## src/lqm_pkg.sv

```systemverilog
package lqm_pkg;
  // ==========================================================
  // Register map (word offsets)
  localparam logic [11:0] ADDR_CONFIG  = 12'h560;
  localparam logic [11:0] ADDR_TALLIES = 12'h561;
  localparam logic [11:0] ADDR_TRAIN   = 12'h562;
  localparam int          ADDR_W       = 12;
  localparam int          DATA_W       = 16;

  // ==========================================================
  // Config field layout
  localparam int CFG_METRIC_LSB = 11;
  localparam int CFG_METRIC_MSB = 12;
  localparam int CFG_FAIL_LSB   = 5;
  localparam int CFG_FAIL_MSB   = 10;
  localparam int CFG_HYST_LSB   = 3;
  localparam int CFG_HYST_MSB   = 4;
  localparam int CFG_SQI_LSB    = 0;
  localparam int CFG_SQI_MSB    = 2;
  localparam int CFG_RSV13      = 13;

  localparam logic [15:0] CFG_RESET     = 16'h07E4;
  localparam logic [15:0] CFG_WR_MASK   = 16'h3FFF;

  // Failure-cause enable bits, relative to field base
  localparam int FC_SQI    = 0;
  localparam int FC_JABBER = 1;
  localparam int FC_LDOWN  = 2;
  localparam int FC_RXERR  = 3;
  localparam int FC_BADESD = 4;
  localparam int FC_NUM    = 5;

  // ==========================================================
  // Tallies / training layout
  localparam int LOSS_W      = 6;
  localparam int FAIL_W      = 10;
  localparam int TRAIN_W     = 8;
  localparam int READY_BIT   = 15;

  // ==========================================================
  // Link indication select codes
  localparam logic [1:0] SEL_LINKUP  = 2'h0;
  localparam logic [1:0] SEL_MONITOR = 2'h1;
  localparam logic [1:0] SEL_SENDDAT = 2'h2;
  localparam logic [1:0] SEL_COMMRDY = 2'h3;

  // ==========================================================
  // Hysteresis times and derived cycle counts
  localparam longint CLK_HZ     = 10_000_000;
  localparam longint HYST0_US   = 2000;
  localparam longint HYST1_US   = 500;
  localparam longint HYST2_US   = 1000;
  localparam longint HYST3_US   = 4000;
  localparam int     HCNT_W     = 16;
  localparam logic [HCNT_W-1:0] HYST0_CYC =
    HCNT_W'(HYST0_US * CLK_HZ / 1_000_000);
  localparam logic [HCNT_W-1:0] HYST1_CYC =
    HCNT_W'(HYST1_US * CLK_HZ / 1_000_000);
  localparam logic [HCNT_W-1:0] HYST2_CYC =
    HCNT_W'(HYST2_US * CLK_HZ / 1_000_000);
  localparam logic [HCNT_W-1:0] HYST3_CYC =
    HCNT_W'(HYST3_US * CLK_HZ / 1_000_000);
endpackage

```

## src/lqm_sat_counter.sv

```systemverilog
`timescale 1ns/1ns
`default_nettype none
module lqm_sat_counter #(
  parameter int W = 6
) (
  input  wire logic         clk_i,
  input  wire logic         rst_n_i,
  input  wire logic         ce_i,
  input  wire logic         inc_i,
  output logic [W-1:0]      count_o
);
  logic [W-1:0] next_count;

  // ==========================================================
  // Saturating count, never cleared by reads
  always_comb begin
    next_count = count_o;
    if (inc_i && (count_o != {W{1'b1}})) begin
      next_count = count_o + W'(1);
    end
  end

  always_ff @(posedge clk_i) begin
    if (!rst_n_i) begin
      count_o <= '0;
    end else if (ce_i) begin
      count_o <= next_count;
    end
  end
endmodule
`default_nettype wire

```

## src/lqm_monitor.sv

```systemverilog
// The address-and-strobe port was left to the implementer.
`timescale 1ns/1ns
`default_nettype none
// How it works
// Two-bit selector picks the link indication
// Six failure-cause enables, reset all ones
// Enable bit 5: signal quality below threshold
// Enable bit 6: jabber and bad start delimiter
// Bits 7-9: link down, rx error, bad end
// Hysteresis select: 2ms, 500us, 1ms, 4ms
// Three-bit quality threshold, reset 100b
// Quality crossing increments failure counter
// Six-bit link loss counter, bits 15-10
// Ten-bit non-fatal failure counter, bits 9-0
// Comm-ready flag in training register bit 15
// Last training duration in bits 7-0
// Counters saturate, reads do not clear
// Flag moves after stable full hysteresis
module lqm_monitor (
  input  wire logic                       clk_i,
  input  wire logic                       rst_n_i,
  input  wire logic                       ce_i,
  input  wire logic [lqm_pkg::ADDR_W-1:0] addr_i,
  input  wire logic [lqm_pkg::DATA_W-1:0] wdata_i,
  input  wire logic                       wr_i,
  input  wire logic                       rd_i,
  output logic      [lqm_pkg::DATA_W-1:0] rdata_o,
  input  wire logic                       link_up_i,
  input  wire logic                       link_monitor_i,
  input  wire logic                       send_data_i,
  input  wire logic                       comm_ready_raw_i,
  input  wire logic [2:0]                 sqi_level_i,
  input  wire logic                       receive_overlength_detect_i,
  input  wire logic                       bad_start_delimiter_i,
  input  wire logic                       link_down_state_i,
  input  wire logic                       rx_error_i,
  input  wire logic                       bad_end_delimiter_i,
  input  wire logic                       training_done_i,
  input  wire logic [7:0]                 training_time_i,
  output logic                            comm_ready_o
);
  // ==========================================================
  // Configuration register
  logic [15:0] cfg;
  logic [15:0] next_cfg;
  logic [1:0]  sel;
  logic [5:0]  fail_en;
  logic [1:0]  hyst_sel;
  logic [2:0]  sqi_thr;

  assign sel      = cfg[lqm_pkg::CFG_METRIC_MSB:lqm_pkg::CFG_METRIC_LSB];
  assign fail_en  = cfg[lqm_pkg::CFG_FAIL_MSB:lqm_pkg::CFG_FAIL_LSB];
  assign hyst_sel = cfg[lqm_pkg::CFG_HYST_MSB:lqm_pkg::CFG_HYST_LSB];
  assign sqi_thr  = cfg[lqm_pkg::CFG_SQI_MSB:lqm_pkg::CFG_SQI_LSB];

  always_comb begin
    next_cfg = cfg;
    if (wr_i && addr_i == lqm_pkg::ADDR_CONFIG) begin
      next_cfg = wdata_i & lqm_pkg::CFG_WR_MASK;
    end
  end

  always_ff @(posedge clk_i) begin
    if (!rst_n_i) begin
      cfg <= lqm_pkg::CFG_RESET;
    end else if (ce_i) begin
      cfg <= next_cfg;
    end
  end

  // ==========================================================
  // Pin synchronisers; status arrives from another clock
  localparam int NS = 20;
  logic [NS-1:0] raw_in;
  logic [NS-1:0] sync1;
  logic [NS-1:0] sync2;
  logic [NS-1:0] next_sync1;
  logic [NS-1:0] next_sync2;

  assign raw_in = {training_time_i, sqi_level_i, bad_end_delimiter_i,
                   rx_error_i, link_down_state_i, bad_start_delimiter_i,
                   receive_overlength_detect_i, comm_ready_raw_i,
                   send_data_i, link_monitor_i, link_up_i};

  always_comb begin
    next_sync1 = raw_in;
    next_sync2 = sync1;
  end

  always_ff @(posedge clk_i) begin
    if (!rst_n_i) begin
      sync1 <= '0;
      sync2 <= '0;
    end else if (ce_i) begin
      sync1 <= next_sync1;
      sync2 <= next_sync2;
    end
  end

  // training_done_i is on the core clock: no synchroniser
  logic       s_linkup;
  logic       s_monitor;
  logic       s_senddat;
  logic       s_commrdy;
  logic       s_jabber;
  logic       s_badssd;
  logic       s_ldown;
  logic       s_rxerr;
  logic       s_badesd;
  logic [2:0] s_sqi;
  logic [7:0] s_train;

  assign s_linkup  = sync2[0];
  assign s_monitor = sync2[1];
  assign s_senddat = sync2[2];
  assign s_commrdy = sync2[3];
  assign s_jabber  = sync2[4];
  assign s_badssd  = sync2[5];
  assign s_ldown   = sync2[6];
  assign s_rxerr   = sync2[7];
  assign s_badesd  = sync2[8];
  assign s_sqi     = sync2[11:9];
  assign s_train   = sync2[19:12];

  // ==========================================================
  // Link indication select and hysteresis
  logic        ind;
  logic [lqm_pkg::HCNT_W-1:0] hyst_lim;
  logic [lqm_pkg::HCNT_W-1:0] hcnt;
  logic [lqm_pkg::HCNT_W-1:0] next_hcnt;
  logic        next_comm;

  always_comb begin
    case (sel)
      lqm_pkg::SEL_LINKUP:  ind = s_linkup;
      lqm_pkg::SEL_MONITOR: ind = s_monitor;
      lqm_pkg::SEL_SENDDAT: ind = s_senddat;
      lqm_pkg::SEL_COMMRDY: ind = s_commrdy;
      default:              ind = s_linkup;
    endcase
    case (hyst_sel)
      2'h0:    hyst_lim = lqm_pkg::HYST0_CYC;
      2'h1:    hyst_lim = lqm_pkg::HYST1_CYC;
      2'h2:    hyst_lim = lqm_pkg::HYST2_CYC;
      2'h3:    hyst_lim = lqm_pkg::HYST3_CYC;
      default: hyst_lim = lqm_pkg::HYST0_CYC;
    endcase
  end

  // A glitch back to the old level restarts the wait
  always_comb begin
    next_hcnt = '0;
    next_comm = comm_ready_o;
    if (ind != comm_ready_o) begin
      if (hcnt >= hyst_lim - lqm_pkg::HCNT_W'(1)) begin
        next_comm = ind;
      end else begin
        next_hcnt = hcnt + lqm_pkg::HCNT_W'(1);
      end
    end
  end

  always_ff @(posedge clk_i) begin
    if (!rst_n_i) begin
      hcnt         <= '0;
      comm_ready_o <= 1'b0;
    end else if (ce_i) begin
      hcnt         <= next_hcnt;
      comm_ready_o <= next_comm;
    end
  end

  // ==========================================================
  // Event detection
  logic       sqi_bad;
  logic       sqi_bad_q;
  logic       comm_q;
  logic       next_comm_q;
  logic [4:0] ev;
  logic [4:0] ev_q;
  logic [4:0] next_ev_q;
  logic [2:0] sqi_prev;
  logic [2:0] sqi_use;
  logic [2:0] next_sqi_prev;
  logic [2:0] next_sqi_use;
  logic       fail_ev;
  logic       loss_ev;

  // Quality word syncs bit by bit: take it once two samples agree
  always_comb begin
    next_sqi_prev = s_sqi;
    next_sqi_use  = sqi_use;
    if (s_sqi == sqi_prev) begin
      next_sqi_use = s_sqi;
    end
  end

  always_ff @(posedge clk_i) begin
    if (!rst_n_i) begin
      sqi_prev <= '0;
      sqi_use  <= '0;
    end else if (ce_i) begin
      sqi_prev <= next_sqi_prev;
      sqi_use  <= next_sqi_use;
    end
  end

  // Larger level means worse quality
  assign sqi_bad = (sqi_use > sqi_thr);
  assign ev      = {s_badesd, s_rxerr, s_ldown, s_jabber | s_badssd, sqi_bad};

  always_comb begin
    next_ev_q   = ev;
    next_comm_q = comm_ready_o;
  end

  always_ff @(posedge clk_i) begin
    if (!rst_n_i) begin
      ev_q   <= '0;
      comm_q <= 1'b0;
    end else if (ce_i) begin
      ev_q   <= next_ev_q;
      comm_q <= next_comm_q;
    end
  end

  assign sqi_bad_q = ev_q[lqm_pkg::FC_SQI];
  assign loss_ev   = comm_q && !comm_ready_o;

  // Failures during a loss are counted as the loss only
  always_comb begin
    fail_ev = 1'b0;
    if (fail_en[lqm_pkg::FC_SQI] && sqi_bad && !sqi_bad_q) begin
      fail_ev = 1'b1;
    end
    if (fail_en[lqm_pkg::FC_JABBER] && ev[1] && !ev_q[1]) begin
      fail_ev = 1'b1;
    end
    for (int i = lqm_pkg::FC_LDOWN; i < lqm_pkg::FC_NUM; i++) begin
      if (fail_en[i] && ev[i] && !ev_q[i]) begin
        fail_ev = 1'b1;
      end
    end
    if (!comm_ready_o || loss_ev) begin
      fail_ev = 1'b0;
    end
  end

  // ==========================================================
  // Counters
  logic [lqm_pkg::LOSS_W-1:0] loss_cnt;
  logic [lqm_pkg::FAIL_W-1:0] fail_cnt;

  lqm_sat_counter #(.W(lqm_pkg::LOSS_W)) u_loss (
    .clk_i   (clk_i),
    .rst_n_i (rst_n_i),
    .ce_i    (ce_i),
    .inc_i   (loss_ev),
    .count_o (loss_cnt)
  );

  lqm_sat_counter #(.W(lqm_pkg::FAIL_W)) u_fail (
    .clk_i   (clk_i),
    .rst_n_i (rst_n_i),
    .ce_i    (ce_i),
    .inc_i   (fail_ev),
    .count_o (fail_cnt)
  );

  // ==========================================================
  // Last training time capture
  logic [lqm_pkg::TRAIN_W-1:0] train;
  logic [lqm_pkg::TRAIN_W-1:0] next_train;

  always_comb begin
    next_train = train;
    if (training_done_i) begin
      next_train = s_train;
    end
  end

  always_ff @(posedge clk_i) begin
    if (!rst_n_i) begin
      train <= '0;
    end else if (ce_i) begin
      train <= next_train;
    end
  end

  // ==========================================================
  // Read path; unmapped addresses read zero
  logic [15:0] next_rdata;

  always_comb begin
    next_rdata = '0;
    if (rd_i) begin
      case (addr_i)
        lqm_pkg::ADDR_CONFIG:  next_rdata = cfg;
        lqm_pkg::ADDR_TALLIES: next_rdata = {loss_cnt, fail_cnt};
        lqm_pkg::ADDR_TRAIN: begin
          next_rdata[lqm_pkg::READY_BIT]         = comm_ready_o;
          next_rdata[lqm_pkg::TRAIN_W-1:0]       = train;
        end
        default:               next_rdata = '0;
      endcase
    end
  end

  always_ff @(posedge clk_i) begin
    if (!rst_n_i) begin
      rdata_o <= '0;
    end else if (ce_i) begin
      rdata_o <= next_rdata;
    end
  end
endmodule
`default_nettype wire

```

## config.mk

```make
export PLATFORM = sky130hd
export DESIGN_NAME = lqm_monitor
export DESIGN_NICKNAME = d
export VERILOG_FILES = /design/src/lqm_pkg.sv /design/src/lqm_sat_counter.sv /design/src/lqm_monitor.sv
export SDC_FILE = /design/constraint.sdc
export NUM_CORES = 1
export LEC_CHECK = 0
export BUFFER_PORTS_ARGS = -buffer_cell sky130_fd_sc_hd__buf_2
export CAP_MARGIN = 20
export CORE_MARGIN = 3
export CORE_UTILIZATION = 55
export CTS_CLUSTER_SIZE = 30
export DETAILED_ROUTE_END_ITERATION = 8
export PLACE_DENSITY = 0.76
export SLEW_MARGIN = 20
export SYNTH_ARGS = -nofsm -noshare
export SYNTH_HDL_FRONTEND = slang
export SYNTH_SLANG_ARGS = --single-unit
```

## constraint.sdc

```tcl
create_clock -name clk_i -period 2.9 [get_ports clk_i]
set_clock_uncertainty 0.1 [all_clocks]
set_input_delay 0.87 -clock clk_i [delete_from_list [all_inputs] [get_ports clk_i]]
set_output_delay 0.87 -clock clk_i [all_outputs]
set_load 0.02 [all_outputs]
```

After elaboration in Yosys (flattened, before gate mapping)
Cells that the tools add are included.
- register bits: 123
- output and inout port bits: 17
- word-level logic and storage cells: 76
- input port bits: 54
- multiplexer cells: 14
- reduce and logical (&&, ||, !) cells: 29
- bitwise operators: 1
- magnitude comparators: 2
- add/subtract/negate cells: 4
- equality and inequality tests: 13
- operators with widths (kind ; number):
    $pmux 16 s4 ; 1
    $mux 16 ; 3
    $eq 12x11->1 const B ; 3
    $pmux 8 s3 ; 1
    $add 16x1->16 const B ; 1
    $ge 16x16->1 ; 1
    $sub 16x1->16 const B ; 1
    $logic_and 1x1->1 ; 14
    $pmux 7 s2 ; 1
    $add 10x1->10 const B ; 1
    $ne 10x10->1 const B ; 1
    $reduce_and 2->1 ; 5
    $eq 2x2->1 const B ; 4
    $add 6x1->6 const B ; 1
    $logic_not 1->1 ; 6
    $mux 1 ; 6
    $ne 6x6->1 const B ; 1
    $eq 2x1->1 const B ; 2
    $logic_not 2->1 ; 2
    $pmux 1 s4 ; 1
    $eq 3x3->1 ; 1
    $gt 3x3->1 ; 1
    $reduce_and 3->1 ; 1
    $pmux 1 s2 ; 1
    other kinds (3) ; 3

Logic depth before layout (Yosys ltp)
- word-level depth: 11
- gate-level depth with buffers: 11
- depth with buffers taken out: 10

By module
From an unflattened synthesis, not the netlist that was laid out.
- cell total of the unflattened synthesis: 607
- area total of the unflattened synthesis: 5690.5 µm²
- by module, submodules not included (module ; sequential area each (µm²) ; instances ; cells an instance ; area an instance (µm²)):
    lqm_monitor ; 2142.1 ; 1 ; 510 ; 4823.4
    lqm_sat_counter (u_fail) ; 200.2 ; 1 ; 57 ; 508.0
    lqm_sat_counter (u_loss) ; 120.1 ; 1 ; 40 ; 359.1

Worst setup path before layout
Ideal clock, no wire load.
- path kind: reg-to-reg
- start point: register cfg[3]
- end point: register hcnt[14] in the netlist's numbering
- period minus slack after synthesis: 2.456 ns
- required time: 2.726 ns
- cell stages (with the launch flop): 12
- buffers on the path: 1
- arrival time: 2.282 ns
- slack: 0.444 ns
- path through: dfxtp_1 > inv_1 > ha_1 > inv_1 > ha_1 > a211o_1 > o211ai_1 > a221oi_1 > nor4_4 > buf_6 > o31ai_1 > a31oi_1
- cells in the longest elaborated chain, start to end: 6
- RTL lines (element ; line ; text):
    from (decl) ; lqm_monitor.sv:44 ; logic [15:0] cfg;
    from (signal assigned) ; lqm_monitor.sv:65 ; cfg <= lqm_pkg::CFG_RESET;
    from (signal assigned) ; lqm_monitor.sv:67 ; cfg <= next_cfg;
    $eq 2x2->1, or another cell as far along ; lqm_monitor.sv:141 ; case (hyst_sel)
    $pmux 16 s4 (*) ; lqm_monitor.sv:141 ;
    $sub 16x1->16 (*) ; lqm_monitor.sv:155 ; if (hcnt >= hyst_lim - lqm_pkg::HCNT_W'(1)) begin
    $ge 16x16->1 (*) ; lqm_monitor.sv:155 ;
    $mux 16 (*) ; lqm_monitor.sv:155 ;
    $mux 16 (*) ; lqm_monitor.sv:154 ; if (ind != comm_ready_o) begin
    to (signal assigned) ; lqm_monitor.sv:168 ; hcnt <= next_hcnt;
    to (decl) ; lqm_monitor.sv:129 ; logic [lqm_pkg::HCNT_W-1:0] hcnt;
Every way passes the cells marked *; elsewhere a longest branch is shown, timed or not. The select of a mux whose other input is x is not followed.
A chain may end at the register's enable or synchronous reset.

Final worst setup path
- start point: register cfg[3]
- end point: register hcnt[15] in the netlist's numbering
The elaborated chain is that of the path after synthesis.

==> reports/results.ini <==
[worst_setup_path]
crit_path_max_incr_delay_ns = 0.45
worst_path_most_repeated_cell = ha_1
reg2reg_depth = 9
start_kind = flop
cp.arrival_ns = 3.06
worstSetupPathType = reg -> reg
r2r_slack_ns = 0.19
r2r_start = cfg[3]$_SDFFE_PN0P_
cp_max_fo = 24
cp.required_ns = 3.25
crit_chain = inv_1 > ha_1 > ha_1 > a211oi_1 > a221oi_2 > nor4_4 > buf_12 > o21ai_0 > a31oi_1
r2r_end = hcnt[15]$_SDFFE_PN0P_
slowest_stage = dfxtp_1
cp-end-kind = flop

[grt]
overflow = 0
grt_max_degree = 91
grt_antenna_before_repair = 0
grt_pass1_vias = 4234
grt_usage_pct = 21.8
grt_pass1_wl_mm = 19.7

[cells_and_area]
final_nets = 732
final_area_um2 = 6580
syn2layout_area_growth_pct = 19.0
multi_input_area_um2 = 2870
n_antenna_cell = 0
fillers = 756
drive_above_1_share_pct = 17.9
seq_area_um2 = 2460

[clock_network]
clk_pin_slew_ns = 0.06
clk_latency_ns = 0.52
cts_tree = built
clock_path_buffers = 2
htreeDepth = 4
cts_buffers = 17
cts_sinks = 123
cts_setup_buffers = 0
cts-root-buf = clkbuf_8

[synthesis]
synth_edf_count = 0
synth_xor_area_share_pct = 2.22
synth_top_family_by_area = simple AND/OR/NAND/NOR gates
synthMuxAreaShare_pct = 14.5
ys_ff_latch = 123
ys_seq_area_share_pct = 44.6
synthAdderAreaFrac_pct = 5.66
postSynthCellCount = 587
synth-simple-area-share_pct = 17.0
yosys_most_used_dff = dfxtp_1
synth_top_area_cell = dfxtp_1
avgSynthCellArea_um2 = 9.41
yosys_warnings = 0
synth_top_area_share_pct = 44.6
synth_compound_area_share_pct = 12.3
netlist_area_um2 = 5530
synthTopCellsByArea = dfxtp_1, mux2i_1, ha_1, nor2_1, nand2_1
async_reset_ff_share_pct = 0
ys_types = 57
syn_nets = 666

[sta]
period_share_pct = 93.5
timing.final.crit_period_ns = 2.71
hold_violations = 0
fin_setup_tns_ns = 0
worstMarginPinSlew_ns = 0.903
whs_ns = 0.363
relSlewSlack_pct = 39.8
fmax_ghz = 0.369
drv_slew = 0
rsz0062_at_grt = no
setup_viol = 0

[worst_hold_path]
min_to = train[5]$_SDFFE_PN0P_
holdCritStartpoint = train[5]$_SDFFE_PN0P_
hold_class = reg -> reg
min_path_cells = 2

[detailed_routing]
dr.pass1.iters = 5
wl_per_cell_um = 15.2
drcViolationCount = 0
viasPerCell = 5.69
ant_nets = 0
drt_iter0_markers = 262
routed_wl_mm = 12.1
vias = 4523

[floorplan]
die_w_um = 106
fp-row-count = 35
die_area_um2 = 11300
io_pins = 71
initial_core_util_pct = 58.2
design.core.area_um2 = 9500
die_h_um = 106

[place]
port_buffers = 68
finalWeightedCongestion = 0.843
dp_hpwl_mm = 8.57
postPlaceCellArea_um2 = 5980

[flow_run]
drv_cap = 0

[power_and_ir_drop]
ir_drop_uv = 472
leakagePower_nw = 2.86
p_int_w = 0.00307
pwr-share-clk_pct = 51.7
power_density_nw_per_um2 = 609
switching_power_w = 0.000935
pwr-share-comb_pct = 4.9
seqPwrFrac_pct = 43.5
netSwitchingFraction_pct = 23.4

[run_status]
status = finished, final reports clean

==> metrics by stage <==
stage                     instances  utilization (%)  setup slack [ns]  power [W]
after floorplan                 587                -             0.444    0.00190
after global placement          763             62.9             0.139    0.00196
after detailed placement        763             62.9            0.0633    0.00197
after CTS                       795             69.1            0.0501    0.00404
after global routing            795             69.2           0.00283    0.00413
final                           795             69.2             0.189    0.00400
==> registers in the layout, summed over array words and instances, names as in the netlist <==
name	count
cfg	14
comm_q	1
comm_ready_o	1
ev_q	5
hcnt	16
next_sync2	20
rdata_o	16
sqi_prev	3
sqi_use	3
sync2	20
train	8
u_fail.count_o	10
u_loss.count_o	6
==> cell type report <==
type,count,share of cell area [%]
well taps,129,2.45
clock inverters,14,2.42
clock buffers,18,6.51
multi-input cells,413,43.6
repair buffers,76,6.28
inverters,22,1.26
flip-flops and latches,123,37.5
==> synth_stat cells (2+ instances only) <==
master,n
ha_1,25
nor4_1,3
mux2i_1,78
nor3b_1,3
a221oi_1,2
inv_1,20
nor3_1,2
clkbuf_1,21
nand3b_1,3
a31oi_1,5
a22o_1,13
or3_1,4
nand2_1,45
o21ai_1,3
xnor2_1,9
and3_1,11
dfxtp_1,123
o31ai_1,4
buf_1,5
nand3_1,24
nand4_1,8
nor2_1,80
o21ai_0,15
a21oi_1,31
a222oi_1,6
a211oi_1,4
o211ai_1,2
or4_1,3
xor2_1,5
o21a_1,2
nor2b_1,2
==> worst max-delay path, delay by kind of cell (launching register included) <==
family,cells,cell delay (ns)
adders and majority gates,2,0.69
buffers and inverters,2,0.33
AOI/OAI and AO/OA,4,0.72
and+or+nand+nor,1,0.34
DFF,1,0.45
==> cell usage in the layout (no fill, tap or decap), types with 8 or more instances in the layout <==
master     Yosys  final
nor2_1        80     79
buf_2          1     68
ha_1          25     25
a22o_1        13     13
inv_1         20     20
clkbuf_16      0     16
xnor2_1        9      9
nand3_1       24     24
dfxtp_1      123    123
nand4_1        8      8
nand2_1       45     45
and3_1        11     11
mux2i_1       78     78
a21oi_1       31     31
o21ai_0       15     15
==> logic make-up after synthesis <==
group                      count (synthesis)
buffers and inverters                     51
adders and majority gates                 25
and+or+nand+nor                          197
AOI/OAI and AO/OA                         98
muxes                                     79
xor gates and xnor gates                  14
DFF                                      123
==> timing repair <==
item                                    4_1_cts  5_1_grt
endpoints found under the hold margin         0        0
endpoints found under the setup margin        0       15
hold buffers                                  0        0
resized for setup                             0        1
==> power by group through the flow <==
stage,sequential [W],combinational (W),clock (W)
6_report,0.00174,0.000194,0.00207
4_1_cts,0.00174,0.000194,0.00210
2_1_floorplan,0.00177,0.000132,0
5_1_grt,0.00174,0.000215,0.00217
3_3_place_gp,0.00178,0.000187,0
3_5_place_dp,0.00178,0.000193,0
==> metal layers <==
metal,up-vias,share of wire [%],track usage (%)
met5,-,0,0
met4,0,2.0,7.96
met3,23,5.3,6.56
li1,2241,-,-
met2,122,48,34.7
met1,2137,45,28.0
==> worst max path at each step <==
stage	from	to	slack, ns	cells past startpoint
2_1_floorplan	cfg[3]$_SDFFE_PN0P_	hcnt[14]$_SDFFE_PN0P_	0.44	11
3_3_place_gp	cfg[3]$_SDFFE_PN0P_	hcnt[7]$_SDFFE_PN0P_	0.14	9
3_5_place_dp	cfg[3]$_SDFFE_PN0P_	hcnt[7]$_SDFFE_PN0P_	0.06	9
4_1_cts	cfg[3]$_SDFFE_PN0P_	hcnt[7]$_SDFFE_PN0P_	0.05	9
5_1_grt	cfg[3]$_SDFFE_PN0P_	hcnt[15]$_SDFFE_PN0P_	0.003	9
6_report	cfg[3]$_SDFFE_PN0P_	hcnt[15]$_SDFFE_PN0P_	0.19	9
Note: power is estimated with default switching activity, not from simulation.
